`src/adc_ctrl_pkg.sv`:
```
/*
  shared constants and carrier types for the dual channel converter control.
  assumes a 125 MHz core clock.
*/
package adc_ctrl_pkg;
  localparam int unsigned CLK_PERIOD_NS   = 8;
  localparam int unsigned CONV_TIME_NS    = 800;
  localparam int unsigned CONV_CYCLES     = (CONV_TIME_NS + CLK_PERIOD_NS - 1) / CLK_PERIOD_NS;
  localparam int unsigned CONV_HALF       = CONV_CYCLES / 2;
  localparam int unsigned ACQ_TIME_NS     = 200;
  localparam int unsigned ACQ_CYCLES      = (ACQ_TIME_NS + CLK_PERIOD_NS - 1) / CLK_PERIOD_NS;
  localparam int unsigned SCLK_DIV        = 4;
  localparam int unsigned SER_BITS        = 32;
  localparam int unsigned RES_BITS        = 16;
  localparam logic [15:0] RESULT_RST      = 16'h0000;
  localparam int unsigned FIFO_DEPTH      = 16;

  typedef struct packed {
    logic [15:0] chan_a;
    logic [15:0] chan_b;
  } result_pair_t;

  typedef struct packed {
    logic [15:0] data_out;
    logic [15:0] data_oe;
  } bus_drive_t;
endpackage

```
`src/result_fifo.sv`:
```
/*
  small synchronous fifo for conversion result pairs.
  assumes a single clock domain shared by writer and reader.
*/
`timescale 1ns/1ps
module result_fifo #(
  parameter int unsigned WIDTH = 32,
  parameter int unsigned DEPTH = 16
) (
  // clock and reset
  input  wire logic             core_clk,
  input  wire logic             rst_b,
  // fill side
  input  wire logic             in_valid,
  output logic                  in_ready,
  input  wire logic [WIDTH-1:0] in_data,
  // drain side
  output logic                  out_valid,
  input  wire logic             out_ready,
  output logic [WIDTH-1:0]      out_data
);
  localparam int unsigned AW = $clog2(DEPTH);
  // ==========================================================
  // storage and pointers
  logic [WIDTH-1:0] mem [DEPTH];
  logic [AW:0]      wr_reg, wr_next, rd_reg, rd_next;
  logic             push, pop;

  always_comb begin
    push    = in_valid && in_ready;
    pop     = out_valid && out_ready;
    wr_next = push ? wr_reg + 1'b1 : wr_reg;
    rd_next = pop ? rd_reg + 1'b1 : rd_reg;
  end

  always_ff @(posedge core_clk or negedge rst_b) begin
    if (!rst_b) begin
      wr_reg <= '0;
      rd_reg <= '0;
    end else begin
      wr_reg <= wr_next;
      rd_reg <= rd_next;
    end
  end

  always_ff @(posedge core_clk) begin
    if (push) begin
      mem[wr_reg[AW-1:0]] <= in_data;
    end
  end

  assign in_ready  = !((wr_reg[AW] != rd_reg[AW]) && (wr_reg[AW-1:0] == rd_reg[AW-1:0]));
  assign out_valid = (wr_reg != rd_reg);
  assign out_data  = mem[rd_reg[AW-1:0]];
endmodule

```
`src/adc_conv_readout.sv`:
```
/*
  conversion sequencing and parallel/serial result read-out of a two channel converter.
  assumes host strobes and link clock are asynchronous and pass synchronisers here;
  analog results arrive as ready words on sar_a and sar_b.
*/
`timescale 1ns/1ps
module adc_conv_readout (
  // clock and reset
  input  wire logic        core_clk,
  input  wire logic        rst_b,
  // conversion control pins
  input  wire logic        convert_strobe_n,
  input  wire logic        power_down_input,
  input  wire logic        input_pair_select,
  input  wire logic        low_power_mode,
  // interface control pins
  input  wire logic        cs_n,
  input  wire logic        rd_n,
  input  wire logic        chan_select,
  input  wire logic        serial_parallel_select,
  input  wire logic        byte_order_exchange,
  input  wire logic        clock_source_select,
  input  wire logic        sclk_in,
  // converter core results
  input  wire logic [15:0] sar_a,
  input  wire logic [15:0] sar_b,
  // analog side controls
  output logic             mux_input_first,
  output logic             mux_input_second,
  output logic             analog_power_en,
  output logic             busy,
  output logic             eoc_a,
  // data bus and serial pins
  output logic [15:0]      data_out,
  output logic [15:0]      data_oe,
  output logic             serial_result_output,
  output logic             serial_result_oe,
  output logic             sclk_out,
  output logic             sclk_oe
);
  // ==========================================================
  // input synchronisers
  logic [1:0] cnv_s, cs_s, rd_s, sck_s;
  logic       sck_prev_reg;
  logic       cnv_low, cs_low, rd_low, sck_rise;

  always_ff @(posedge core_clk or negedge rst_b) begin
    if (!rst_b) begin
      cnv_s        <= 2'h3;
      cs_s         <= 2'h3;
      rd_s         <= 2'h3;
      sck_s        <= 2'h0;
      sck_prev_reg <= 1'b0;
    end else begin
      cnv_s        <= {cnv_s[0], convert_strobe_n};
      cs_s         <= {cs_s[0], cs_n};
      rd_s         <= {rd_s[0], rd_n};
      sck_s        <= {sck_s[0], sclk_in};
      sck_prev_reg <= sck_s[1];
    end
  end

  always_comb begin
    cnv_low  = !cnv_s[1];
    cs_low   = !cs_s[1];
    rd_low   = !rd_s[1];
    sck_rise = sck_s[1] && !sck_prev_reg;
  end

  // ==========================================================
  // conversion sequencer
  typedef enum logic [1:0] {S_IDLE, S_CONV_A, S_CONV_B, S_ACQ} conv_state_t;
  conv_state_t  state_reg, state_next;
  logic [7:0]   cnt_reg, cnt_next;
  logic         cnv_prev_reg, cnv_prev_next;
  logic         busy_reg, busy_next, eoc_reg, eoc_next;
  logic         pwr_reg, pwr_next;
  logic         pair_reg, pair_next, pair_n_reg;
  logic [15:0]  res_a_reg, res_a_next, res_b_reg, res_b_next;
  logic         pair_done;
  logic         start;

  always_comb begin
    state_next    = state_reg;
    cnt_next      = cnt_reg;
    cnv_prev_next = cnv_low;
    busy_next     = busy_reg;
    eoc_next      = eoc_reg;
    pwr_next      = pwr_reg;
    pair_next     = pair_reg;
    res_a_next    = res_a_reg;
    res_b_next    = res_b_reg;
    pair_done     = 1'b0;
    // falling strobe edge, independent of cs_n and rd_n
    start = cnv_low && !cnv_prev_reg;
    unique case (state_reg)
      S_IDLE: begin
        pair_next = input_pair_select;
        if (start && !power_down_input) begin
          state_next = S_CONV_A;
          cnt_next   = 8'(adc_ctrl_pkg::CONV_HALF);
          busy_next  = 1'b1;
          eoc_next   = 1'b1;
          pwr_next   = 1'b1;
        end
      end
      S_CONV_A: begin
        // strobe and power-down ignored until done
        cnt_next = cnt_reg - 8'h01;
        if (cnt_reg == 8'h01) begin
          res_a_next = sar_a;
          eoc_next   = 1'b0;
          state_next = S_CONV_B;
          cnt_next   = 8'(adc_ctrl_pkg::CONV_CYCLES - adc_ctrl_pkg::CONV_HALF);
        end
      end
      S_CONV_B: begin
        cnt_next = cnt_reg - 8'h01;
        if (cnt_reg == 8'h01) begin
          res_b_next = sar_b;
          pair_done  = 1'b1;
          busy_next  = 1'b0;
          pwr_next   = !low_power_mode;
          if (low_power_mode && cnv_low) begin
            state_next = S_ACQ;
            cnt_next   = 8'(adc_ctrl_pkg::ACQ_CYCLES);
          end else begin
            state_next = S_IDLE;
          end
        end
      end
      S_ACQ: begin
        pair_next = input_pair_select;
        cnt_next  = cnt_reg - 8'h01;
        if (!cnv_low || power_down_input) begin
          state_next = S_IDLE;
        end else if (cnt_reg == 8'h01) begin
          state_next = S_CONV_A;
          cnt_next   = 8'(adc_ctrl_pkg::CONV_HALF);
          busy_next  = 1'b1;
          eoc_next   = 1'b1;
          pwr_next   = 1'b1;
        end
      end
    endcase
  end

  always_ff @(posedge core_clk or negedge rst_b) begin
    if (!rst_b) begin
      state_reg    <= S_IDLE;
      cnt_reg      <= 8'h00;
      cnv_prev_reg <= 1'b0;
      busy_reg     <= 1'b0;
      eoc_reg      <= 1'b0;
      pwr_reg      <= 1'b0;
      pair_reg     <= 1'b1;
      pair_n_reg   <= 1'b0;
      res_a_reg    <= adc_ctrl_pkg::RESULT_RST;
      res_b_reg    <= adc_ctrl_pkg::RESULT_RST;
    end else begin
      state_reg    <= state_next;
      cnt_reg      <= cnt_next;
      cnv_prev_reg <= cnv_prev_next;
      busy_reg     <= busy_next;
      eoc_reg      <= eoc_next;
      pwr_reg      <= pwr_next;
      pair_reg     <= pair_next;
      pair_n_reg   <= !pair_next;
      res_a_reg    <= res_a_next;
      res_b_reg    <= res_b_next;
    end
  end

  // ==========================================================
  // result pair fifo towards the serial shifter
  adc_ctrl_pkg::result_pair_t fifo_in, fifo_out;
  logic fifo_in_ready, fifo_out_valid, fifo_pop;

  always_comb begin
    fifo_in.chan_a = res_a_next;
    fifo_in.chan_b = res_b_next;
  end

  result_fifo #(
    .WIDTH (adc_ctrl_pkg::SER_BITS),
    .DEPTH (adc_ctrl_pkg::FIFO_DEPTH)
  ) u_fifo (
    .core_clk  (core_clk),
    .rst_b     (rst_b),
    .in_valid  (pair_done && serial_parallel_select),
    .in_ready  (fifo_in_ready),
    .in_data   (fifo_in),
    .out_valid (fifo_out_valid),
    .out_ready (fifo_pop),
    .out_data  (fifo_out)
  );

  // ==========================================================
  // serial shifter and parallel bus driver
  logic [31:0] shift_reg, shift_next;
  logic [5:0]  bits_reg, bits_next;
  logic [2:0]  div_reg, div_next;
  logic        sck_reg, sck_next;
  logic        sck_edge;
  logic        enable;
  adc_ctrl_pkg::bus_drive_t bus_reg, bus_next;
  logic        sdo_reg, sdo_next, sdo_oe_reg, sdo_oe_next, sck_oe_reg, sck_oe_next;
  logic [15:0] word;

  always_comb begin
    enable     = cs_low && rd_low;
    shift_next = shift_reg;
    bits_next  = bits_reg;
    div_next   = div_reg;
    sck_next   = 1'b0;
    fifo_pop   = 1'b0;
    sck_edge   = 1'b0;
    // parallel word, A while channel B still converts
    word = chan_select ? res_a_reg : res_b_reg;
    bus_next.data_out = byte_order_exchange ? {word[7:0], word[15:8]} : word;
    bus_next.data_oe  = (enable && !serial_parallel_select) ? 16'hFFFF : 16'h0000;
    if (serial_parallel_select) begin
      if (bits_reg == 6'h00) begin
        if (fifo_out_valid) begin
          fifo_pop   = 1'b1;
          shift_next = chan_select ? {fifo_out.chan_a, fifo_out.chan_b}
                                   : {fifo_out.chan_b, fifo_out.chan_a};
          bits_next  = 6'(adc_ctrl_pkg::SER_BITS);
        end
      end else if (enable) begin
        if (clock_source_select) begin
          sck_edge = sck_rise;
        end else begin
          div_next = div_reg + 3'h1;
          sck_next = (div_reg >= 3'(adc_ctrl_pkg::SCLK_DIV / 2));
          if (div_reg == 3'(adc_ctrl_pkg::SCLK_DIV - 1)) begin
            div_next = 3'h0;
            sck_edge = 1'b1;
          end
        end
        if (sck_edge) begin
          shift_next = {shift_reg[30:0], 1'b0};
          bits_next  = bits_reg - 6'h01;
        end
      end
    end
    sdo_next    = shift_next[31];
    sdo_oe_next = enable && serial_parallel_select;
    sck_oe_next = enable && serial_parallel_select && !clock_source_select;
  end

  always_ff @(posedge core_clk or negedge rst_b) begin
    if (!rst_b) begin
      shift_reg  <= 32'h00000000;
      bits_reg   <= 6'h00;
      div_reg    <= 3'h0;
      sck_reg    <= 1'b0;
      bus_reg    <= '0;
      sdo_reg    <= 1'b0;
      sdo_oe_reg <= 1'b0;
      sck_oe_reg <= 1'b0;
    end else begin
      shift_reg  <= shift_next;
      bits_reg   <= bits_next;
      div_reg    <= div_next;
      sck_reg    <= sck_next;
      bus_reg    <= bus_next;
      sdo_reg    <= sdo_next;
      sdo_oe_reg <= sdo_oe_next;
      sck_oe_reg <= sck_oe_next;
    end
  end

  // ==========================================================
  // outputs
  assign mux_input_first      = pair_reg;
  assign mux_input_second     = pair_n_reg;
  assign analog_power_en      = pwr_reg;
  assign busy                 = busy_reg;
  assign eoc_a                = eoc_reg;
  assign data_out             = bus_reg.data_out;
  assign data_oe              = bus_reg.data_oe;
  assign serial_result_output = sdo_reg;
  assign serial_result_oe     = sdo_oe_reg;
  assign sclk_out             = sck_reg;
  assign sclk_oe              = sck_oe_reg;

  // ==========================================================
  // checks
  property p_no_abort;
    @(posedge core_clk) disable iff (!rst_b)
      (state_reg == S_IDLE && state_next == S_CONV_A) |=> busy_reg [*8];
  endproperty
  a_no_abort: assert property (p_no_abort) else $error("conversion aborted early");

  property p_start_cs;
    @(posedge core_clk) disable iff (!rst_b)
      (state_reg == S_IDLE && start && !power_down_input) |=> busy_reg;
  endproperty
  a_start_cs: assert property (p_start_cs) else $error("strobe did not start conversion");

  property p_mux;
    @(posedge core_clk) disable iff (!rst_b)
      mux_input_first != mux_input_second;
  endproperty
  a_mux: assert property (p_mux) else $error("mux selects not exclusive");

  property p_fast_norepeat;
    @(posedge core_clk) disable iff (!rst_b)
      (!low_power_mode && $fell(busy_reg)) |-> state_reg == S_IDLE;
  endproperty
  a_fast_norepeat: assert property (p_fast_norepeat) else $error("fast mode repeated");

  property p_power_cut;
    @(posedge core_clk) disable iff (!rst_b)
      (low_power_mode && $fell(busy_reg)) |-> !pwr_reg;
  endproperty
  a_power_cut: assert property (p_power_cut) else $error("power not cut");

  property p_float;
    @(posedge core_clk) disable iff (!rst_b)
      !$past(enable) |-> (data_oe == 16'h0000 && !serial_result_oe && !sclk_oe);
  endproperty
  a_float: assert property (p_float) else $error("outputs driven while deselected");

  property p_bytes;
    @(posedge core_clk) disable iff (!rst_b)
      ($past(byte_order_exchange) && $past(chan_select)) |-> data_out == {$past(res_a_reg[7:0]), $past(res_a_reg[15:8])};
  endproperty
  a_bytes: assert property (p_bytes) else $error("byte order wrong");

  property p_eoc_a;
    @(posedge core_clk) disable iff (!rst_b)
      $fell(eoc_reg) |-> busy_reg;
  endproperty
  a_eoc_a: assert property (p_eoc_a) else $error("channel a not early");

  property p_load32;
    @(posedge core_clk) disable iff (!rst_b)
      fifo_pop |=> bits_reg == 6'h20;
  endproperty
  a_load32: assert property (p_load32) else $error("serial count wrong");
endmodule

```
`config.mk`:
```
export PLATFORM = sky130hd
export DESIGN_NAME = adc_conv_readout
export DESIGN_NICKNAME = d
export VERILOG_FILES = /design/src/adc_ctrl_pkg.sv /design/src/result_fifo.sv /design/src/adc_conv_readout.sv
export SDC_FILE = /design/constraint.sdc
export NUM_CORES = 1
export LEC_CHECK = 0
export BUFFER_PORTS_ARGS = -buffer_cell sky130_fd_sc_hd__buf_2
export CAP_MARGIN = 25
export CELL_PAD_IN_SITES_DETAIL_PLACEMENT = 1
export CELL_PAD_IN_SITES_GLOBAL_PLACEMENT = 1
export CORE_UTILIZATION = 51
export CTS_BUF_LIST = sky130_fd_sc_hd__clkbuf_4
export DETAILED_ROUTE_END_ITERATION = 10
export PLACE_DENSITY = 0.86
export SLEW_MARGIN = 40
export SYNTH_ARGS = -nofsm -noshare
export SYNTH_HDL_FRONTEND = slang
export SYNTH_HIERARCHICAL = 1
export SYNTH_SLANG_ARGS = --single-unit
```
`constraint.sdc`:
```
create_clock -name core_clk -period 4.8 [get_ports core_clk]
set_clock_uncertainty 0.1 [all_clocks]
set_input_delay 0.96 -clock core_clk [delete_from_list [all_inputs] [get_ports core_clk]]
set_output_delay 0.96 -clock core_clk [all_outputs]
set_load 0.1 [all_outputs]
```
# After elaboration in Yosys (flattened, before gate mapping)
# Memories as Yosys holds them, arrays and structs flattened.
# Cells that the tools add are included.
# word_totals
regBits	143
latch_bits	0
ramBits	512
romBits	0
output_inout_bits	41
elab_cells	141
memories	1
# mem_list
memory	words	word_bits	rd	rd_clocked_by_memory_dff	wr	line_no	text
u_fifo.mem	16	32	1	0	1	result_fifo.sv:25	logic [WIDTH-1:0] mem [DEPTH];
# classes
n_addsub	5
mul	0
div	0
order_cmp	1
eq_ne	15
n_shift	0
mux	55
bitwise_logic	2
n_reduce_logical	36
# ops
operator	count
32-bit two-way mux	5
16-bit two-way mux	7
8-bit two-way mux	5
8-bit one-hot mux with 4 select lines	1
6-bit two-way mux	4
1-bit two-way mux	22
1-bit logical AND	12
2-bit two-way mux	6
4-bit AND reduction	3
1-bit logical NOT	11
5-bit by 1-bit adder with 5-bit output (second input constant)	2
2-bit != test (second input constant)	5
5-bit AND reduction	2
1-bit one-hot mux with 3 select lines	3
8-bit by 1-bit equality test with 1-bit output (second input constant)	1
2-bit one-hot mux with 4 select lines	1
8-bit by 1-bit subtractor with 8-bit output (second input constant)	1
6-bit logical NOT	1
3-bit nonzero test	2
6-bit by 1-bit subtractor with 6-bit output (second input constant)	1
5-bit != test	1
2-bit equality test (second input constant)	2
4-bit equality test	1
2-bit nonzero test	2
12 further kinds	13

# Logic depth before layout (Yosys ltp)
# logic_depth
ltp_word	9
depth_mapped	10
mapped_depth_nobuf	8

# By module
# Netlist, hierarchy kept.
# modules_own_cells
mod	instances	cells_per_inst	area_per_inst_um2	seq_area_each_um2
result_fifo	1	869	19974.2	15625.0
adc_conv_readout	1	472	5970.7	2961.6

# Worst setup path before layout
# OpenSTA, ideal clock, no wires.
# synth_path
path_kind	register to register
start	reg cnt_reg[1]
end	mem u_fifo.mem[7][0], enable pin
arrival_ps	4166
t_required_ps	4239
path_slack_ps	73
path_stages_with_launch	10
path_buffers	2
synth_period_minus_slack_ps	4727
path_cell_list	dfrtp_1 > inv_1 > ha_1 > or3b_2 > clkbuf_1 > nor2_4 > and3_1 > clkbuf_1 > nand2_1 > nor3_1
# synth_between
elab_chain_len	7
# synth_lines
item	line_no	text
start: declaration	adc_conv_readout.sv:74	logic [7:0] cnt_reg, cnt_next;
start signal: assignment	adc_conv_readout.sv:162	cnt_reg <= cnt_next;
8-bit by 1-bit equality test with 1-bit output	adc_conv_readout.sv:119	if (cnt_reg == 8'h01) begin
1-bit two-way mux	adc_conv_readout.sv:119	
1-bit two-way mux	adc_conv_readout.sv:96	unique case (state_reg)
1-bit logical AND	adc_conv_readout.sv:190	.in_valid (pair_done && serial_parallel_select),
1-bit logical AND	result_fifo.sv:30	push = in_valid && in_ready;
1-bit two-way mux	result_fifo.sv:47	if (push) begin
1-bit two-way mux (implied by the code)	result_fifo.sv:48	mem[wr_reg[AW-1:0]] <= in_data;
end: declaration	result_fifo.sv:25	
# No other way between the ends.

# Worst setup path in the final report
# layout_path
start	reg cnt_reg[1]
end	mem u_fifo.mem[5][16], enable pin
# Same word-level chain as after synthesis.

==> impl.org <==
** Critical path
- Master of the slowest instance on the critical path :: sky130_fd_sc_hd__nor2_4
- On the critical path the largest part of the delay comes from simple AND/OR/NAND/NOR gates.
- Among the stages of the critical path, the cell type that occurs most often is sky130_fd_sc_hd__nor2_4.
- Together, buffers and inverters on the worst path number 2.
- CP endpoint kind :: flip-flop
- For this run, the slowest stage of the critical path takes approximately 700 ps.
- Critical path start-end classification :: flip-flop to flip-flop
- Ordered list of cells on the worst path :: inv_1 > ha_1 > or3b_2 > nor2_4 > and3_1 > nor2b_1 > nand2_1 > nor2_4 > buf_12
- Crit path max fanout :: 17
- For the worst setup path, the data required time is 5310 ps.
- Data arrives at the worst endpoint at around 4300 ps.
- STA classifies the critical path startpoint as a flip-flop.

** Routing
- The count of nets left with antenna violations once routing finished came out at 0.
- Vias after detailed routing :: approximately 14000
- The routed design has 68500 µm of wire.
- After detailed routing, the number of vias per cell comes to around 6.
- Wire per inst :: 29.2 µm
- Number of DRC markers in iteration 0 :: between 1000 and 1500
- After detailed routing, the number of remaining DRC violations is 0.
- Total iterations of the first detailed-routing run :: 5

** Yosys
- Post-synthesis instance area :: 25900 µm²
- Post-Syn Nets :: 1398
- In this run the mean area of a mapped cell was between 15 and 20 µm².
- During synthesis, Yosys emitted a total of 6 warnings.
- In the synthesized netlist, the number of instances is around 1300.

** Finish
- Cells fill 58.6% of the core in the end.
- Filler cells :: between 4000 and 5000
- Max reg flops :: roughly 500
- Net count of the finished layout :: around 1600
- In the final layout, the share of cells above drive strength 1 is about 36%.
- Layout Area Growth over Synthesis :: 13.4%

** Global route
- The first global-routing pass estimated around 100000 µm of wire.
- The number of antenna violations at the first check in global routing is 3.
- Entering global routing, the biggest net connects 73 pins.
- The number of global-route vias before repair was around 16000.
- Global routing usage summed across all routing layers :: approximately 28%
- Remaining Overflow, GRT :: 0

** Clock tree
- CTS tree :: done
- Number of instances resized during post-cts repair :: 0
- For this design, the sink count on the clock tree is 640.
- In this run the post-CTS setup repair buffer count came out at 0.
- Number of buffers added by the clock tree synthesis step :: between 150 and 200
- Hold repair after CTS inserted 6 buffers.
- Clock slew at the register clock pins of the worst setup and hold paths :: roughly 60 ps
- Latest clock arrival within the worst-skew pair :: approximately 1000 ps
- The cell sitting at the root of the clock tree is a sky130_fd_sc_hd__clkbuf_4.
- The clock tree synthesis step divided the H-tree into 4 levels.
- Largest buffer count on any clock path :: 3

** Pwr
- Sequential share of power :: 47.9%
- Comb pwr share :: between 20 and 25%
- Clk pwr share :: 29.0%
- PD cells :: around 540 nW/µm²
- VDD sags by at most about 0.62 mV.
- Internal power comes to around 11 mW.
- For this design the total switching power over the nets is around 5.3 mW.
- Leak pwr :: approximately 10 nW
- Proportion of total power due to net switching :: 33.3%

** Job
- Reported max-cap violation count :: 0

** Die
- Vertical die dimension :: 228 µm
- Starting utilization of the core area :: 51.7%
- The floorplan has 82 rows.
- Floorplan die area :: slightly above 50000 µm²
- For this design the top-level I/O count stands at 86.
- Placeable core region :: ~50000 µm²
- Die Span X :: 228 µm

** STA
- Slew HR :: 41.3%
- Final number of hold-violating endpoints :: 0
- After layout, the minimum clock period comes to about 3800 ps.
- Static timing analysis puts the maximum clock frequency at between 200 and 300 MHz.
- The final max-slew violation count came to 0.
- Transition time of the tightest slew-check pin :: 880 ps
- Accumulated negative setup slack :: 0 ps
- After layout, the worst path uses between 70% and 80% of the clock period.
- RSZ-0062 raised after global routing :: no
- Setup violations remaining at the end of the flow were counted as 0.

** Placed design
- Input and output buffers added on the ports amount to 85.
- Estimated wirelength of the detail-placed design :: between 40000 and 50000 µm
- Placer Congestion :: slightly below 0.8

** Run status
- The flow ran to the end, and the final reports show no timing, DRC or antenna violations.

** Min path
- Min-Delay Path Class :: input port to flip-flop
worst register-to-register path, stage by stage (launching register included):
cell and delay, ps:
sky130_fd_sc_hd__dfrtp_1 410, sky130_fd_sc_hd__inv_1 110, sky130_fd_sc_hd__ha_1 170, sky130_fd_sc_hd__or3b_2 540, sky130_fd_sc_hd__nor2_4 200, sky130_fd_sc_hd__and3_1 470, sky130_fd_sc_hd__nor2b_1 310, sky130_fd_sc_hd__nand2_1 210
sky130_fd_sc_hd__nor2_4 680, sky130_fd_sc_hd__buf_12 260
metrics by stage:
stage          instances  hold WS [ps]  area (µm²)  setup WS (ps)  power (mW)
2_1_floorplan       1340           231       25900           73.2        10.2
3_3_place_gp        2043           244       27000           1210        11.0
3_5_place_dp        2050           247       27200           1060        11.3
4_1_cts             2337          30.9       29300           1030        15.9
5_1_grt             2346          55.9       29400            917        16.4
6_report            2346           135       29400           1010        15.8
power by group through the flow:
stage	Clock (mW)	Sequential, mW	Combinational [mW]
2_1_floorplan	0	8.07	2.08
3_3_place_gp	0	7.62	3.38
3_5_place_dp	0	7.67	3.62
4_1_cts	4.68	7.57	3.65
5_1_grt	4.93	7.62	3.87
6_report	4.58	7.57	3.65
cells in the final DEF (no fill, tap or decap), types with 5 or more instances in the layout:
cell                            instances
sky130_fd_sc_hd__mux2i_1               60
sky130_fd_sc_hd__nand3_1                5
sky130_fd_sc_hd__buf_16                 8
sky130_fd_sc_hd__a21oi_1               10
sky130_fd_sc_hd__clkbuf_4             218
sky130_fd_sc_hd__o21ai_0               13
sky130_fd_sc_hd__mux2_2                66
sky130_fd_sc_hd__xnor2_1               12
sky130_fd_sc_hd__nand2b_1               5
sky130_fd_sc_hd__nor2_1                42
sky130_fd_sc_hd__inv_1                 44
sky130_fd_sc_hd__mux2_1                 5
sky130_fd_sc_hd__o22ai_1               66
sky130_fd_sc_hd__mux4_1                22
sky130_fd_sc_hd__mux4_2               122
sky130_fd_sc_hd__dfstp_2                7
sky130_fd_sc_hd__buf_4                 30
sky130_fd_sc_hd__clkinv_2              13
sky130_fd_sc_hd__nand2_1               22
sky130_fd_sc_hd__buf_12                 5
sky130_fd_sc_hd__nor3b_1                6
sky130_fd_sc_hd__nor3_1                 9
sky130_fd_sc_hd__ha_1                  13
sky130_fd_sc_hd__dfrtp_1              118
sky130_fd_sc_hd__clkinv_1              38
sky130_fd_sc_hd__nor2_4                13
sky130_fd_sc_hd__dlygate4sd3_1          6
sky130_fd_sc_hd__inv_2                  5
sky130_fd_sc_hd__edfxtp_1             512
sky130_fd_sc_hd__buf_2                 84
layer usage:
metal / up-vias / track usage, % / wire, µm
met1: 7506 / 34.3 / 25500
met3: 141 / 6.75 / 5430
met2: 768 / 46.5 / 35700
met4: 0 / 11.1 / 1810
li1: 5907 / - / -
met5: - / 0 / 0
path summary, 6_finish.rpt:
check | start | to | slack [ps] | depth (start not counted)
max in group asynchronous | rst_b | res_b_reg[10] | 3210 | 4
setup reg to reg | cnt_reg[1] | u_fifo/mem[5][16] | 1010 | 9
hold / removal | serial_parallel_select | data_oe[14] | 130 | 2
min in group asynchronous | rst_b | div_reg[1] | 290 | 2
setup / recovery | cnt_reg[1] | u_fifo/mem[5][16] | 1010 | 9
hold reg to reg | cnv_s[0] | cnv_s[1] | 230 | 0
cell type report:
cell class	count	area (µm²)	share of cell area (%)
well taps	672	841	2.86
flip-flops and latches	640	18600	63.2
clock inverters	63	372	1.26
inverters	44	165	0.562
repair buffers	137	1090	3.71
multi-input cells	568	6700	22.8
diodes	4	10.0	0.0340
clock buffers	218	1640	5.56
Power figures use the tool's default switching activity.
